<file path="src/hw/flash_mode_pkg.sv">
/*
 * Constants for the flash mode and boot select block: register offsets,
 * control bit positions, command codes, status bits and the area map.
 * Assumes a 16-bit CPU address space and 32-bit Wishbone data.
 */
package flash_mode_pkg;

   // ------------------------------------------------------------------
   // Register byte offsets
   // ------------------------------------------------------------------
   localparam logic [4:0] OFS_CTRL = 5'h00;
   localparam logic [4:0] OFS_ADDR = 5'h04;
   localparam logic [4:0] OFS_CMD = 5'h08;
   localparam logic [4:0] OFS_DATA = 5'h0C;
   localparam logic [4:0] OFS_MODE = 5'h10;

   // ------------------------------------------------------------------
   // Control register bits
   // ------------------------------------------------------------------
   localparam int CTRL_READY = 0;
   localparam int CTRL_RW_SEL = 1;
   localparam int CTRL_RW_ENTRY = 2;
   localparam int CTRL_FL_RESET = 3;
   localparam int CTRL_AREA_SEL = 4;
   localparam int CTRL_PROT_EN = 5;

   // ------------------------------------------------------------------
   // Mode register bits (read only)
   // ------------------------------------------------------------------
   localparam int MODE_BOOT = 0;
   localparam int MODE_PARALLEL = 1;
   localparam int MODE_SERIAL = 2;
   localparam int MODE_REWRITE = 3;
   localparam int MODE_PROT_ACT = 4;
   localparam int MODE_FACTORY = 5;

   // ------------------------------------------------------------------
   // Command codes and status register bits
   // ------------------------------------------------------------------
   localparam logic [7:0] CMD_READ_ARRAY = 8'hFF;
   localparam logic [7:0] CMD_READ_STATUS = 8'h70;
   localparam logic [7:0] CMD_CLEAR_STATUS = 8'h50;
   localparam logic [7:0] CMD_PROGRAM = 8'h40;
   localparam logic [7:0] CMD_ERASE = 8'h20;
   localparam logic [7:0] CMD_ERASE_CONFIRM = 8'hD0;
   localparam int SR_READY = 7;
   localparam int SR_ERASE_ERR = 5;
   localparam int SR_PROG_ERR = 4;

   // ------------------------------------------------------------------
   // Area map and start vector
   // ------------------------------------------------------------------
   localparam logic [15:0] BLK1_BASE = 16'h1000;
   localparam logic [15:0] BLK0_BASE = 16'h8000;
   localparam logic [15:0] BOOT_BASE = 16'hF000;
   localparam logic [15:0] VEC_LO = 16'hFFFC;
   localparam logic [15:0] VEC_HI = 16'hFFFD;
   localparam logic [1:0] STRAP_SETTLE = 2'h2;

   typedef enum logic [1:0] {
      BLK_NONE,
      BLK_USER0,
      BLK_USER1,
      BLK_BOOT
   } block_e;

   typedef enum {
      ST_READ_ARRAY,
      ST_READ_STATUS,
      ST_WAIT_PROG,
      ST_WAIT_ERASE
   } cmd_state_e;

endpackage

</file>
<file path="src/hw/flash_mode_ctrl.sv">
/*
 * Flash mode and boot select controller: Wishbone register slave,
 * start-up strap capture, area mapping, command sequencer and write
 * protection in front of the flash array macro.
 * Assumes the array macro runs on clk_i, reports busy for the length of
 * each operation and returns read data combinationally for arr_addr_o.
 */
// Notes on behaviour
// - Three access modes: parallel programmer, serial programmer, CPU rewrite.
// - User area is split into blocks, each erased as a whole.
// - Program and erase driven by exactly five software commands.
// - Boot area modified only in parallel programmer mode, else ignored.
// - CPU rewrite mode may program or erase the user area only.
// - No flash fetch or read during rewrite; routine runs from RAM.
// - User map: block 0 8000h-FFFFh, block 1 1000h-7FFFh.
// - Area select 1 maps 4K boot area at F000h-FFFFh.
// - Rewrite routine may be copied from user or boot area.
// - Replaced factory boot contents disable the serial programmer mode.
// - Boot select low at reset release gives normal user start-up.
// - Boot select and strap high give boot mode, vector FFFCh/FFFDh.
// - In boot mode a boot routine may rewrite the user area.
// - Read protection acts in programmer modes, never in rewrite mode.
// - Entering boot mode forces area select to 1.
`timescale 1ns/100ps
module flash_mode_ctrl (
   // Clock and reset
   input wire logic clk_i,
   input wire logic rst_i,
   // Wishbone slave
   input wire logic cyc_i,
   input wire logic stb_i,
   input wire logic we_i,
   input wire logic [4:0] adr_i,
   input wire logic [3:0] sel_i,
   input wire logic [31:0] dat_i,
   output logic [31:0] dat_o,
   output logic ack_o,
   // Strap pins
   input wire logic boot_select_pin_i,
   input wire logic strap_port_pin_i,
   input wire logic par_mode_pin_i,
   // Flash array macro
   input wire logic arr_busy_i,
   input wire logic [7:0] arr_rdata_i,
   input wire logic factory_boot_ok_i,
   output logic [15:0] arr_addr_o,
   output logic [7:0] arr_wdata_o,
   output logic [1:0] arr_block_o,
   output logic arr_prog_o,
   output logic arr_erase_o,
   // Status to the core
   output logic boot_mode_o,
   output logic fetch_block_o,
   output logic vec_boot_area_o,
   output logic serial_mode_o
);

   // -------------------------------------------------------------
   // Area map
   // -------------------------------------------------------------
   // Boot area overlays the top of the user map when selected
   function automatic flash_mode_pkg::block_e map_block(
      input logic [15:0] a, input logic area_sel);
      if (area_sel && a >= flash_mode_pkg::BOOT_BASE)
         return flash_mode_pkg::BLK_BOOT;
      else if (a >= flash_mode_pkg::BLK0_BASE)
         return flash_mode_pkg::BLK_USER0;
      else if (a >= flash_mode_pkg::BLK1_BASE)
         return flash_mode_pkg::BLK_USER1;
      else
         return flash_mode_pkg::BLK_NONE;
   endfunction

   // -------------------------------------------------------------
   // Strap synchronisers and capture
   // -------------------------------------------------------------
   logic [1:0] boot_sync;
   logic [1:0] strap_sync;
   logic [1:0] par_sync;
   logic [1:0] settle_cnt;
   logic strap_done;
   logic boot_mode;
   logic par_mode;

   // Two flops per pin; only stage 1 is ever read
   always_ff @(posedge clk_i) begin
      if (rst_i) begin
         boot_sync <= 2'h0;
         strap_sync <= 2'h0;
         par_sync <= 2'h0;
      end else begin
         boot_sync <= {boot_sync[0], boot_select_pin_i};
         strap_sync <= {strap_sync[0], strap_port_pin_i};
         par_sync <= {par_sync[0], par_mode_pin_i};
      end
   end

   // Capture once the chain has filled after release; later pin moves
   // are ignored until the next reset
   always_ff @(posedge clk_i) begin
      if (rst_i) begin
         settle_cnt <= 2'h0;
         strap_done <= 1'b0;
         boot_mode <= 1'b0;
         par_mode <= 1'b0;
      end else if (!strap_done) begin
         if (settle_cnt == flash_mode_pkg::STRAP_SETTLE) begin
            strap_done <= 1'b1;
            boot_mode <= boot_sync[1] & strap_sync[1];
            par_mode <= par_sync[1];
         end else begin
            settle_cnt <= settle_cnt + 2'h1;
         end
      end
   end

   // -------------------------------------------------------------
   // Register state and decode
   // -------------------------------------------------------------
   logic rw_sel;
   logic rw_armed;
   logic fl_reset;
   logic area_sel;
   logic prot_en;
   logic [15:0] addr_reg;
   logic sr_prog_err;
   logic sr_erase_err;
   logic launch;
   flash_mode_pkg::cmd_state_e cmd_state;
   logic bus_req;
   logic wr_ctrl;
   logic wr_addr;
   logic wr_cmd;
   logic wr_data;
   logic serial_mode;
   logic prot_act;
   logic busy;
   logic cmd_ok;
   flash_mode_pkg::block_e tgt_blk;
   logic tgt_writable;

   // One access per request; ack ends it, so no double decode
   assign bus_req = cyc_i & stb_i & ~ack_o;
   always_comb begin
      wr_ctrl = 1'b0;
      wr_addr = 1'b0;
      wr_cmd = 1'b0;
      wr_data = 1'b0;
      if (bus_req && we_i && sel_i[0]) begin
         if (adr_i == flash_mode_pkg::OFS_CTRL)
            wr_ctrl = 1'b1;
         else if (adr_i == flash_mode_pkg::OFS_ADDR)
            wr_addr = 1'b1;
         else if (adr_i == flash_mode_pkg::OFS_CMD)
            wr_cmd = 1'b1;
         else if (adr_i == flash_mode_pkg::OFS_DATA)
            wr_data = 1'b1;
      end
   end

   // Serial programmer needs the factory boot routine in place
   assign serial_mode = boot_mode & factory_boot_ok_i;
   assign prot_act = prot_en & (par_mode | serial_mode) & ~rw_sel;
   assign busy = arr_busy_i | launch;
   // Commands only in parallel mode or once rewrite is selected
   assign cmd_ok = (par_mode | rw_sel) & ~fl_reset & ~busy;
   assign tgt_blk = map_block(addr_reg, area_sel);
   // Boot area is writable from the parallel programmer alone
   always_comb begin
      if (tgt_blk == flash_mode_pkg::BLK_NONE)
         tgt_writable = 1'b0;
      else if (tgt_blk == flash_mode_pkg::BLK_BOOT)
         tgt_writable = par_mode;
      else
         tgt_writable = 1'b1;
   end

   // Control bits; rewrite select needs a 0 then a 1 written in turn
   always_ff @(posedge clk_i) begin
      if (rst_i) begin
         rw_sel <= 1'b0;
         rw_armed <= 1'b0;
         fl_reset <= 1'b0;
         area_sel <= 1'b0;
         prot_en <= 1'b0;
      end else if (strap_done == 1'b0) begin
         area_sel <= boot_sync[1] & strap_sync[1];
      end else if (wr_ctrl) begin
         rw_armed <= ~dat_i[flash_mode_pkg::CTRL_RW_SEL];
         if (!dat_i[flash_mode_pkg::CTRL_RW_SEL])
            rw_sel <= 1'b0;
         else if (rw_armed)
            rw_sel <= 1'b1;
         fl_reset <= dat_i[flash_mode_pkg::CTRL_FL_RESET] &
            (rw_sel | par_mode);
         area_sel <= dat_i[flash_mode_pkg::CTRL_AREA_SEL];
         prot_en <= dat_i[flash_mode_pkg::CTRL_PROT_EN];
      end
   end

   // Target address register
   always_ff @(posedge clk_i) begin
      if (rst_i)
         addr_reg <= 16'h0000;
      else if (wr_addr && sel_i[1])
         addr_reg <= dat_i[15:0];
      else if (wr_addr)
         addr_reg <= {addr_reg[15:8], dat_i[7:0]};
   end

   // -------------------------------------------------------------
   // Command sequencer
   // -------------------------------------------------------------
   // Second cycle of program/erase launches one array operation
   always_ff @(posedge clk_i) begin
      if (rst_i || fl_reset) begin
         cmd_state <= flash_mode_pkg::ST_READ_ARRAY;
         launch <= 1'b0;
         arr_prog_o <= 1'b0;
         arr_erase_o <= 1'b0;
         arr_wdata_o <= 8'h00;
         arr_block_o <= 2'h0;
      end else begin
         launch <= 1'b0;
         arr_prog_o <= 1'b0;
         arr_erase_o <= 1'b0;
         if (wr_cmd && cmd_ok) begin
            case (dat_i[7:0])
               flash_mode_pkg::CMD_READ_ARRAY:
                  cmd_state <= flash_mode_pkg::ST_READ_ARRAY;
               flash_mode_pkg::CMD_READ_STATUS:
                  cmd_state <= flash_mode_pkg::ST_READ_STATUS;
               flash_mode_pkg::CMD_PROGRAM:
                  cmd_state <= flash_mode_pkg::ST_WAIT_PROG;
               flash_mode_pkg::CMD_ERASE:
                  cmd_state <= flash_mode_pkg::ST_WAIT_ERASE;
               default: ;
            endcase
         end else if (wr_data && cmd_ok) begin
            case (cmd_state)
               flash_mode_pkg::ST_WAIT_PROG: begin
                  cmd_state <= flash_mode_pkg::ST_READ_STATUS;
                  if (tgt_writable) begin
                     launch <= 1'b1;
                     arr_prog_o <= 1'b1; // one byte
                     arr_wdata_o <= dat_i[7:0];
                     arr_block_o <= tgt_blk;
                  end
               end
               flash_mode_pkg::ST_WAIT_ERASE: begin
                  cmd_state <= flash_mode_pkg::ST_READ_STATUS;
                  if (tgt_writable &&
                      dat_i[7:0] == flash_mode_pkg::CMD_ERASE_CONFIRM) begin
                     launch <= 1'b1;
                     arr_erase_o <= 1'b1; // whole block
                     arr_block_o <= tgt_blk;
                  end
               end
               default: ;
            endcase
         end
      end
   end

   // Error flags: a new error in the clearing cycle wins over the clear
   always_ff @(posedge clk_i) begin
      if (rst_i || fl_reset) begin
         sr_prog_err <= 1'b0;
         sr_erase_err <= 1'b0;
      end else if (wr_data && cmd_ok &&
                   cmd_state == flash_mode_pkg::ST_WAIT_PROG &&
                   !tgt_writable) begin
         sr_prog_err <= 1'b1; // refused, array untouched
      end else if (wr_data && cmd_ok &&
                   cmd_state == flash_mode_pkg::ST_WAIT_ERASE &&
                   (!tgt_writable ||
                    dat_i[7:0] != flash_mode_pkg::CMD_ERASE_CONFIRM)) begin
         sr_erase_err <= 1'b1;
         sr_prog_err <= sr_prog_err |
            (dat_i[7:0] != flash_mode_pkg::CMD_ERASE_CONFIRM);
      end else if (wr_cmd && cmd_ok &&
                   dat_i[7:0] == flash_mode_pkg::CMD_CLEAR_STATUS) begin
         sr_prog_err <= 1'b0;
         sr_erase_err <= 1'b0;
      end
   end

   // -------------------------------------------------------------
   // Bus answer and outputs
   // -------------------------------------------------------------
   // Every access, mapped or not, answers one cycle after the request
   always_ff @(posedge clk_i) begin
      if (rst_i)
         ack_o <= 1'b0;
      else
         ack_o <= bus_req;
   end

   // Read mux; array data hidden while busy or read-protected
   always_ff @(posedge clk_i) begin
      if (rst_i) begin
         dat_o <= 32'h0000_0000;
      end else if (bus_req && !we_i) begin
         dat_o <= 32'h0000_0000;
         if (adr_i == flash_mode_pkg::OFS_CTRL) begin
            dat_o[flash_mode_pkg::CTRL_READY] <= ~busy;
            dat_o[flash_mode_pkg::CTRL_RW_SEL] <= rw_sel;
            dat_o[flash_mode_pkg::CTRL_RW_ENTRY] <= rw_sel;
            dat_o[flash_mode_pkg::CTRL_FL_RESET] <= fl_reset;
            dat_o[flash_mode_pkg::CTRL_AREA_SEL] <= area_sel;
            dat_o[flash_mode_pkg::CTRL_PROT_EN] <= prot_en;
         end else if (adr_i == flash_mode_pkg::OFS_ADDR) begin
            dat_o[15:0] <= addr_reg;
         end else if (adr_i == flash_mode_pkg::OFS_DATA) begin
            if (cmd_state == flash_mode_pkg::ST_READ_STATUS) begin
               dat_o[flash_mode_pkg::SR_READY] <= ~busy;
               dat_o[flash_mode_pkg::SR_ERASE_ERR] <= sr_erase_err;
               dat_o[flash_mode_pkg::SR_PROG_ERR] <= sr_prog_err;
            end else if (cmd_state == flash_mode_pkg::ST_READ_ARRAY &&
                         !prot_act && !busy &&
                         tgt_blk != flash_mode_pkg::BLK_NONE) begin
               dat_o[7:0] <= arr_rdata_i;
            end
         end else if (adr_i == flash_mode_pkg::OFS_MODE) begin
            dat_o[flash_mode_pkg::MODE_BOOT] <= boot_mode;
            dat_o[flash_mode_pkg::MODE_PARALLEL] <= par_mode;
            dat_o[flash_mode_pkg::MODE_SERIAL] <= serial_mode;
            dat_o[flash_mode_pkg::MODE_REWRITE] <= rw_sel;
            dat_o[flash_mode_pkg::MODE_PROT_ACT] <= prot_act;
            dat_o[flash_mode_pkg::MODE_FACTORY] <= factory_boot_ok_i;
         end
      end
   end

   // Array address follows the address register; held during busy
   always_ff @(posedge clk_i) begin
      if (rst_i)
         arr_addr_o <= 16'h0000;
      else if (!busy)
         arr_addr_o <= addr_reg;
   end

   // Core-facing status flops
   always_ff @(posedge clk_i) begin
      if (rst_i) begin
         boot_mode_o <= 1'b0;
         fetch_block_o <= 1'b0;
         vec_boot_area_o <= 1'b0;
         serial_mode_o <= 1'b0;
      end else begin
         boot_mode_o <= boot_mode;
         fetch_block_o <= rw_sel; // core must run from RAM
         vec_boot_area_o <= boot_mode; // vector from boot area
         serial_mode_o <= serial_mode & strap_done;
      end
   end

endmodule

</file>
<file path="config.mk">
export PLATFORM = sky130hd
export DESIGN_NAME = flash_mode_ctrl
export DESIGN_NICKNAME = d
export VERILOG_FILES = /design/src/hw/flash_mode_pkg.sv /design/src/hw/flash_mode_ctrl.sv
export SDC_FILE = /design/constraint.sdc
export NUM_CORES = 1
export LEC_CHECK = 0
export BUFFER_PORTS_ARGS = -buffer_cell sky130_fd_sc_hd__buf_2
export CAP_MARGIN = 0
export CELL_PAD_IN_SITES_DETAIL_PLACEMENT = 0
export CELL_PAD_IN_SITES_GLOBAL_PLACEMENT = 1
export CORE_ASPECT_RATIO = 0.6
export CORE_UTILIZATION = 32
export DETAILED_ROUTE_END_ITERATION = 10
export PLACE_DENSITY_LB_ADDON = 0.1
export SYNTH_ARGS = -nofsm -noshare
export SYNTH_HDL_FRONTEND = slang
export SYNTH_SLANG_ARGS = --single-unit
</file>
<file path="constraint.sdc">
create_clock -name clk_i -period 2.21 [get_ports clk_i]
set_input_delay 0.5525 -clock clk_i [delete_from_list [all_inputs] [get_ports clk_i]]
set_output_delay 0.5525 -clock clk_i [all_outputs]
set_load 0.1 [all_outputs]
</file>
==> flow_metrics.py, run 1 <==
metrics = {
    "status": {
        "outcome": "finished with violations",
        "violations": "DRC",
    },
    "sta": {
        "setup_viol": 0,
        "clock_skew_ns": 0.00700,
        "hold_viol_final": 0,
        "period_share_pct": 87.3,
        "clock.fmax_ghz": 0.519,
        "slew_viol_final": 0,
        "period_needed_ns": 1.93,
        "grt_setup_unrepaired": "false",
    },
    "grt": {
        "overflow": 0,
        "track_usage_pct": 18.8,
        "grt_pass1_wl_um": 16700,
        "antenna_found_initial": 0,
        "grt_pass1_vias": 3008,
        "grt_max_degree": 26,
    },
    "final_layout": {
        "fin_cells": 678,
        "fillerInstances": 1123,
        "area_growth_pct": 29.5,
        "mostFrequentLayoutCell": "buf_2",
        "multiInputGateArea_sq_um": 1720,
        "drive_gt1_share_pct": 28.2,
        "nNetsFinal": 595,
        "antenna_cells": 0,
        "mostFrequentLayoutCells": "buf_2 (89), dfxtp_1 (84), nand2_1 (63), nor2_1 (49), a21oi_1 (36)",
        "regArea_sq_um": 1700,
    },
    "drt": {
        "dr_wl_met3_um": 657,
        "wl_met2_um": 4200,
        "met1_length_um": 5910,
        "ant_nets": 0,
        "via_count": 3331,
        "drc": 8,
        "wirelength_um": 10900,
        "avgViaCountPerCell": 4.91,
        "drt-initial-drc-count": 236,
        "routedWlPerCell_um": 16.0,
        "highest_layer": "met4",
        "dr.pass1.iters": 8,
    },
    "die": {
        "die_h_um": 84.3,
        "rows": 29,
        "core_sq_um": 10800,
        "die-area_sq_um": 11700,
        "io-pin-count": 124,
        "die-width_um": 139,
        "initial_core_util_pct": 33.5,
    },
    "yosys": {
        "synth_edf_count": 0,
        "yosysTopAreaCell": "dfxtp_1",
        "yosys_warnings": 0,
        "ys_types": 52,
        "async_flop_share_pct": 0,
        "synth_area_sq_um": 3610,
        "yosys-top-cells-area": "dfxtp_1 (47%), nand2_1 (6.6%), mux2i_1 (5.8%)",
        "yosys_register_bits": 85,
        "synth.yosys.seq_area_share_pct": 47.1,
        "synth_cells": 423,
        "synth_top_cell_area_share_pct": 47.1,
        "postSynthAreaPerCell_sq_um": 8.53,
        "synth_flop_cell": "dfxtp_1",
    },
    "place": {
        "port_buffers": 89,
        "place_inst": 663,
        "place_congestion": 0.881,
        "hpwl_um": 8300,
    },
    "setup_path": {
        "crit_buf_inv": 1,
        "required_ns": 2.43,
        "r2r_cells": 6,
        "worst-setup-path-type": "register to register",
        "slowest_delay_ns": 0.58,
        "reg2reg_to": "arr_block_o[0]$_SDFFE_PP0P_",
        "cp_top_family": "simple AND/OR/NAND/NOR gates",
        "crit_path_start_kind": "register",
        "worstSetupEndpointType": "register",
        "cp_cell_sequence": "or4_1 > o31ai_1 > buf_4 > nand4b_1 > mux2i_1 > nor2_1",
        "worstPathMaxFanout": 6,
        "reg2reg_from": "addr_reg[12]$_SDFFE_PP0P_",
        "r2r_slack_ns": 0.28,
        "slowest_stage": "or4_1",
        "arrival_ns": 2.15,
    },
    "clock_tree": {
        "cts_resized": 0,
        "clock_path_buffers": 2,
        "cts_setup_buffers": 0,
        "cts_tree": "done",
        "cts_hold_buffers": 0,
        "root_buffer": "clkbuf_16",
        "numCtsBuffers": 9,
        "cts_max_level": 3,
        "clkTransAtPathRegs_ns": 0.06,
        "cts.sinks": 85,
        "insertion_delay_ns": 0.34,
    },
    "hold_path": {
        "holdPathStages": 2,
        "hold_path_end": "boot_sync[0]$_SDFF_PP0_",
        "hold_start": "boot_select_pin_i",
        "hold_path.class": "input pin to register",
    },
    "power_and_ir_drop": {
        "vdd.ir_drop.worst_uv": 422,
        "p_total_mw": 3.57,
        "power.density_nw_per_um2": 764,
        "leakage_nw": 1.98,
    },
    "job": {
        "cap_violations": 0,
    },
}
[synth_stat cells, types with 2 or more instances]
cell       n
xnor2_1    2
nand3b_1   3
or2_2      4
nand3_1   13
nor3_1     4
nand2_1   63
mux2i_1   21
nand4b_1   2
a211oi_1   4
nor2_1    49
or4b_2     2
a22oi_1   12
inv_1      6
nor2b_1   15
a21oi_1   36
or3_1      3
or4_1      2
o22ai_1    5
nor3b_1    2
o21ai_0   15
nor4_1     4
nand2b_1   4
nand4_1    2
clkbuf_1  20
dfxtp_1   85
or3b_2     2
buf_4     18
[cell type report]
class | instances | area share (%)
Multi-Input combinational cell | 307 | 36.8
Sequential cell | 85 | 36.4
Timing Repair Buffer | 126 | 16.0
Clock buffer | 11 | 4.98
Tap cell | 139 | 3.72
Clock inverter | 4 | 1.58
Inverter | 6 | 0.482
[how the worst max path moves through the flow]
stage,start,to,slack (ns),cells after the start
after detailed placement,dat_i[1],arr_block_o[0]$_SDFFE_PP0P_,-0.04,6
after CTS,addr_reg[12]$_SDFFE_PP0P_,arr_block_o[0]$_SDFFE_PP0P_,0.25,6
final,addr_reg[12]$_SDFFE_PP0P_,arr_block_o[0]$_SDFFE_PP0P_,0.28,6
after global routing,addr_reg[12]$_SDFFE_PP0P_,arr_block_o[0]$_SDFFE_PP0P_,0.18,6
after floorplan,adr_i[1],addr_reg[15]$_SDFFE_PP0P_,0.06,6
after global placement,dat_i[1],arr_block_o[1]$_SDFFE_PP0P_,-0.07,6
[stage by stage]
stage	utilization, %	TNS [ns]	instance area (sq um)	hold slack (ns)	worst slack [ns]
2_1_floorplan	-	0	3670	0.414	0.0610
3_3_place_gp	40.5	-0.141	4370	0.422	-0.0705
3_5_place_dp	40.5	-0.0516	4370	0.423	-0.0351
4_1_cts	43.4	0	4680	0.411	0.252
5_1_grt	43.4	0	4680	0.419	0.182
6_report	43.4	0	4680	0.417	0.282
[worst register-to-register path, delay by kind of cell, from the launching register on]
family | cells | cell delay, ns
mux | 1 | 0.22
simple gates | 3 | 0.83
flops | 1 | 0.39
compound gates | 1 | 0.15
buf+inv | 1 | 0.22
[per-layer routing]
layer  up-vias  track usage, %
met4         0            4.75
met5         -               0
met3        10            5.25
li1       1663               -
met2       107            25.6
met1      1551            28.6
[cells by family (layout without fill, tap and decap cells)]
group	count (synthesis)	count (layout)	synth area share, %
multiplexers	21	21	5.82
AND/OR/NAND/NOR	181	181	24.7
buffers and inverters	46	147	6.90
AO/OA/AOI/OAI	85	85	14.3
adder cells (fa/ha/maj)	1	1	0.347
XOR/XNOR	3	3	0.728
other	1	16	0.104
flip-flops	85	85	47.1
[where the power goes]
part / internal (mW) / switching (mW)
logic: 0.113 / 0.282
registers: 1.56 / 0.0258
clock network: 0.985 / 0.603
total: 2.66 / 0.911
(Power assumes the default switching activity.)
==> run 2, diff against run 1 <==
--- a/config.mk
+++ b/config.mk
@@ -10,9 +10,11 @@
 export CELL_PAD_IN_SITES_DETAIL_PLACEMENT = 0
 export CELL_PAD_IN_SITES_GLOBAL_PLACEMENT = 1
 export CORE_ASPECT_RATIO = 0.6
+export CORE_MARGIN = 2
 export CORE_UTILIZATION = 32
 export DETAILED_ROUTE_END_ITERATION = 10
-export PLACE_DENSITY_LB_ADDON = 0.1
+export GPL_ROUTABILITY_DRIVEN = 0
+export PLACE_DENSITY = 0.83
 export SYNTH_ARGS = -nofsm -noshare
 export SYNTH_HDL_FRONTEND = slang
 export SYNTH_SLANG_ARGS = --single-unit
==> run 2 against run 1 <==
Compared with the run above:
- the run now ends clean
- clock skew is 0.0026 ns lower
- worst setup slack worse by 0.034 ns
- non-clock buffer count is 10 lower
- clock power is 7% lower
- total power is 3.1% lower
- highest routed layer unchanged
==> flow_metrics.py, run 2 (synthesized netlist as in run 1, its figures left out) <==
metrics = {
    "status": {
        "outcome": "completed",
    },
    "place": {
        "hpwl_um": 8050,
        "dp_slack_ns": -0.0560,
        "port_buffers": 89,
    },
    "sta": {
        "setup_slack_ns": 0.248,
        "period_needed_ns": 1.96,
        "grt_setup_unrepaired": "false",
        "period_share_pct": 88.8,
        "hold_slack_ns": 0.422,
        "worstMarginPinSlew_ns": 0.508,
        "clock_skew_ns": 0.00439,
        "setup_viol": 0,
        "hold_viol_final": 0,
        "slew_headroom_pct": 66.1,
        "slew_viol_final": 0,
        "clock.fmax_ghz": 0.510,
    },
    "drt": {
        "via_count": 3356,
        "dr.pass1.iters": 4,
        "avgViaCountPerCell": 5.02,
        "drt-initial-drc-count": 229,
        "drc": 0,
        "routedWlPerCell_um": 16.0,
        "ant_nets": 0,
        "wirelength_um": 10700,
    },
    "grt": {
        "overflow": 0,
        "antenna_found_initial": 0,
        "grt_pass1_wl_um": 16600,
        "track_usage_pct": 17.7,
        "grt_max_degree": 27,
        "grt_pass1_vias": 3119,
    },
    "final_layout": {
        "fillerInstances": 1086,
        "mostFrequentLayoutCell": "buf_2",
        "mostFrequentLayoutCells": "buf_2 (89), dfxtp_1 (84), nand2_1 (63), nor2_1 (49), a21oi_1 (36)",
        "area_growth_pct": 27.0,
        "antenna_cells": 0,
        "nNetsFinal": 585,
        "drive_gt1_share_pct": 27.0,
        "final_core_util_pct": 42.6,
    },
    "clock_tree": {
        "cts_tree": "done",
        "cts_resized": 0,
        "clock_path_buffers": 2,
        "insertion_delay_ns": 0.34,
        "cts.sinks": 85,
        "cts_max_level": 3,
        "cts_setup_buffers": 0,
        "clkTransAtPathRegs_ns": 0.06,
        "numCtsBuffers": 9,
        "root_buffer": "clkbuf_16",
        "cts_hold_buffers": 0,
    },
    "die": {
        "die_h_um": 86.3,
        "die-width_um": 141,
        "core_sq_um": 10800,
        "io-pin-count": 124,
        "die-area_sq_um": 12200,
        "rows": 29,
        "initial_core_util_pct": 33.5,
    },
    "setup_path": {
        "r2r_slack_ns": 0.26,
        "worstPathMaxFanout": 4,
        "slowest_delay_ns": 0.49,
        "required_ns": 2.48,
        "worst-setup-path-type": "input pin to register",
        "crit_path_start_kind": "input pin",
        "cp_cell_sequence": "buf_2 > or3_1 > nor3_2 > nand3_1 > or3b_2 > a21oi_1",
        "slowest_stage": "or3_1",
        "worstSetupEndpointType": "register",
        "arrival_ns": 2.23,
    },
    "power_and_ir_drop": {
        "vdd.ir_drop.worst_uv": 402,
        "leakage_nw": 1.92,
        "p_total_mw": 3.46,
        "power.density_nw_per_um2": 755,
    },
    "hold_path": {
        "hold_path.class": "input pin to register",
    },
    "job": {
        "cap_violations": 0,
    },
}
## run 2: changes by cell type in the layout (fill, tap and decap cells not counted)
cell,previous run,this run
buf_4,35,25
bufinv_16,2,1
clkbuf_1,2,1
clkbuf_8,0,1
clkinv_2,1,2
## run 2: layout make-up
cell class / instances / area (sq um) / area share (%)
clock buffer: 11 / 243 / 5.29
clock inverter: 4 / 48.8 / 1.06
inverter: 6 / 22.5 / 0.491
multi-input combinational: 307 / 1720 / 37.5
sequential: 85 / 1700 / 37.1
tap: 139 / 174 / 3.79
timing repair buffer: 116 / 673 / 14.7
## run 2: through the flow
stage	setup TNS (ns)	std cells	cell area (sq um)
2_1_floorplan	0	438	3670
3_3_place_gp	-0.00596	653	4290
3_5_place_dp	-0.0658	653	4290
4_1_cts	0	668	4590
5_1_grt	0	668	4590
6_report	0	668	4590
## run 2: final timing paths
check | startpoint | endpoint | depth (start not counted)
worst max-delay path | adr_i[1] | fl_reset$_SDFFE_PP0P_ | 6
worst min-delay path | par_mode_pin_i | par_sync[0]$_SDFF_PP0_ | 2
worst max register to register | ack_o$_SDFF_PP0_ | dat_o[4]$_SDFFE_PP0P_ | 5
worst min register to register | par_sync[0]$_SDFF_PP0_ | par_sync[1]$_SDFF_PP0_ | 1
## run 2: per-layer routing
layer  track usage [%]  part of all wire [%]  up-vias
met5                 0                     0        -
met4              5.00                  0.95        0
met3              5.19                   7.4       13
met2              25.2                    42      114
met1              25.9                    50     1593
li1                  -                     -     1636
## run 2: worst max-delay path: cells and delay by family
| family | cells | cell delay (ns) |
|---|---|---|
| AO/OA/AOI/OAI | 1 | 0.15 |
| buffers and inverters | 1 | 0.12 |
| AND/OR/NAND/NOR | 4 | 1.41 |
## run 2: power breakdown
part / switching (mW) / leakage, nW / internal [mW] / total (mW)
logic: 0.281 / 1.09 / 0.107 / 0.388
clock network: 0.584 / 0.145 / 0.898 / 1.48
registers: 0.0267 / 0.687 / 1.56 / 1.59
==> run 3, diff against run 2 <==
--- a/config.mk
+++ b/config.mk
@@ -8,10 +8,10 @@
 export BUFFER_PORTS_ARGS = -buffer_cell sky130_fd_sc_hd__buf_2
 export CAP_MARGIN = 0
 export CELL_PAD_IN_SITES_DETAIL_PLACEMENT = 0
-export CELL_PAD_IN_SITES_GLOBAL_PLACEMENT = 1
+export CELL_PAD_IN_SITES_GLOBAL_PLACEMENT = 2
 export CORE_ASPECT_RATIO = 0.6
 export CORE_MARGIN = 2
-export CORE_UTILIZATION = 32
+export CORE_UTILIZATION = 25
 export DETAILED_ROUTE_END_ITERATION = 10
 export GPL_ROUTABILITY_DRIVEN = 0
 export PLACE_DENSITY = 0.83
==> run 3 against run 2 <==
Compared with the run above:
- design area increased by 3.8%
- hold slack got worse by 0.0021 ns
- largest cell class unchanged
- critical path type is now register to register
- register-to-register slack got worse by 0.02 ns
- global-route usage decreased by 2.8 points
- critical endpoint is now arr_wdata_o[4]$_SDFFE_PP0P_
- sequential power about the same
- maximum frequency shrank 0.31%
- worst setup slack got worse by 0.0061 ns
- combinational power up 4%
- via count grew 0.51%
- critical path depth unchanged
==> flow_metrics.py, run 3 (synthesized netlist as in run 1, its figures left out) <==
metrics = {
    "hold_path": {
        "hold_path.class": "input pin to register",
        "hold_start": "par_mode_pin_i",
    },
    "final_layout": {
        "final_core_util_pct": 34.3,
        "mostFrequentLayoutCells": "buf_2 (89), dfxtp_1 (84), nand2_1 (63), nor2_1 (49), buf_4 (37)",
        "antenna_cells": 0,
        "nNetsFinal": 596,
        "drive_gt1_share_pct": 28.5,
        "multiInputGateArea_sq_um": 1720,
        "regArea_sq_um": 1700,
        "area_growth_pct": 31.8,
        "mostFrequentLayoutCell": "buf_2",
        "fillerInstances": 1482,
    },
    "clock_tree": {
        "cts_tree": "done",
        "cts_resized": 0,
        "cts_max_level": 3,
        "insertion_delay_ns": 0.34,
        "clkTransAtPathRegs_ns": 0.06,
        "root_buffer": "clkbuf_16",
        "cts_setup_buffers": 0,
        "clock_path_buffers": 2,
        "cts.sinks": 85,
        "numCtsBuffers": 9,
        "cts_hold_buffers": 0,
    },
    "sta": {
        "hold_viol_final": 0,
        "period_needed_ns": 1.97,
        "period_share_pct": 89.1,
        "worstMarginPinSlew_ns": 0.787,
        "timing.setup.tns_ns": 0,
        "slew_viol_final": 0,
        "clock_skew_ns": 0.00692,
        "setup_viol": 0,
        "clock.fmax_ghz": 0.508,
        "slew_headroom_pct": 47.1,
        "hold_slack_ns": 0.420,
        "grt_setup_unrepaired": "false",
    },
    "drt": {
        "drc": 0,
        "routedWlPerCell_um": 15.7,
        "dr.pass1.iters": 5,
        "drt-initial-drc-count": 289,
        "ant_nets": 0,
        "via_count": 3373,
        "avgViaCountPerCell": 4.60,
        "wirelength_um": 11500,
    },
    "die": {
        "rows": 33,
        "die_h_um": 97.1,
        "core_sq_um": 13900,
        "die-area_sq_um": 15400,
        "io-pin-count": 124,
        "initial_core_util_pct": 26.0,
        "die-width_um": 159,
    },
    "place": {
        "hpwl_um": 8860,
        "port_buffers": 89,
    },
    "grt": {
        "grt_pass1_wl_um": 17800,
        "grt_pass1_vias": 3210,
        "track_usage_pct": 14.9,
        "grt_max_degree": 39,
        "antenna_found_initial": 0,
        "overflow": 0,
    },
    "power_and_ir_drop": {
        "comb_power_share_pct": 11.1,
        "p_total_mw": 3.66,
        "leakage_nw": 1.99,
        "seqPwrFrac_pct": 43.5,
        "vdd.ir_drop.worst_uv": 290,
        "internal-power_mw": 2.73,
        "swShare_pct": 25.3,
        "clock_power_share_pct": 45.5,
        "p_sw_uw": 924,
        "power.density_nw_per_um2": 768,
    },
    "setup_path": {
        "worst-setup-path-type": "register to register",
        "crit_end": "arr_wdata_o[4]$_SDFFE_PP0P_",
        "crit_path_start_kind": "register",
        "r2r_cells": 6,
        "required_ns": 2.43,
        "cp_top_family": "compound AO/OA/AOI/OAI gates",
        "arrival_ns": 2.19,
        "cp.depth": 6,
        "crit_buf_inv": 1,
        "r2r_slack_ns": 0.24,
        "reg2reg_from": "addr_reg[13]$_SDFFE_PP0P_",
        "slowest_stage": "o31ai_1",
        "worstPathMaxFanout": 9,
        "critPathLaunch": "addr_reg[13]$_SDFFE_PP0P_",
        "cp_cell_sequence": "nand3_1 > o31ai_1 > nand4bb_1 > buf_12 > mux2i_1 > nor2_1",
        "worstSetupEndpointType": "register",
        "reg2reg_to": "arr_wdata_o[4]$_SDFFE_PP0P_",
        "slowest_delay_ns": 0.69,
    },
    "status": {
        "outcome": "completed",
    },
    "job": {
        "cap_violations": 0,
    },
}
[run 3: cell count changes in the layout (fill, tap and decap cells not counted), sizes merged]
| cell | delta |
|---|---|
| clkinvlp | +1 |
| clkinv | -3 |
| bufinv | +1 |
| clkbuf | +2 |
| buf | +11 |
[run 3: per-stage QoR]
stage / area, sq um / setup slack, ns / std cells
2_1_floorplan: 3670 / 0.0610 / 438
4_1_cts: 4760 / 0.244 / 733
5_1_grt: 4760 / 0.103 / 733
3_3_place_gp: 4430 / -0.00458 / 717
3_5_place_dp: 4430 / -0.0146 / 717
6_report: 4760 / 0.242 / 733
[run 3: area by class of cell]
type / count / share of cell area (%)
tap: 192 / 5.05
multi-input combinational: 307 / 36.2
clock buffer: 13 / 5.47
clock inverter: 3 / 1.42
sequential: 85 / 35.8
timing repair buffer: 127 / 15.6
inverter: 6 / 0.473
[run 3: worst register-to-register path, delay by kind of cell (launching register included)]
kind | cells | cell delay (ns)
compound gates | 1 | 0.69
simple gates | 3 | 0.45
flops | 1 | 0.36
mux | 1 | 0.20
buf+inv | 1 | 0.16
[run 3: worst min path at each step]
stage | endpoint | slack [ns] | cells after the start
floorplan | boot_sync[1]$_SDFF_PP0_ | 0.41 | 1
global placement | boot_sync[1]$_SDFF_PP0_ | 0.43 | 1
detailed placement | boot_sync[1]$_SDFF_PP0_ | 0.43 | 1
CTS | par_sync[0]$_SDFF_PP0_ | 0.41 | 2
global route | par_sync[0]$_SDFF_PP0_ | 0.44 | 2
finish | par_sync[0]$_SDFF_PP0_ | 0.42 | 2
[run 3: per-layer routing]
metal	wire, um	track usage (%)	up-vias
li1	-	-	1661
met1	6160	22.5	1585
met2	4380	19.8	120
met3	880	5.08	7
met4	85	3.57	0
met5	0	0	-
[run 3: power by group through the flow]
stage	Clock [mW]	Combinational (mW)	Sequential [mW]
finish	1.66	0.404	1.59
detailed placement	0	0.401	1.62
global placement	0	0.395	1.62
CTS	1.70	0.402	1.59
floorplan	0	0.295	1.63
global route	1.76	0.432	1.59
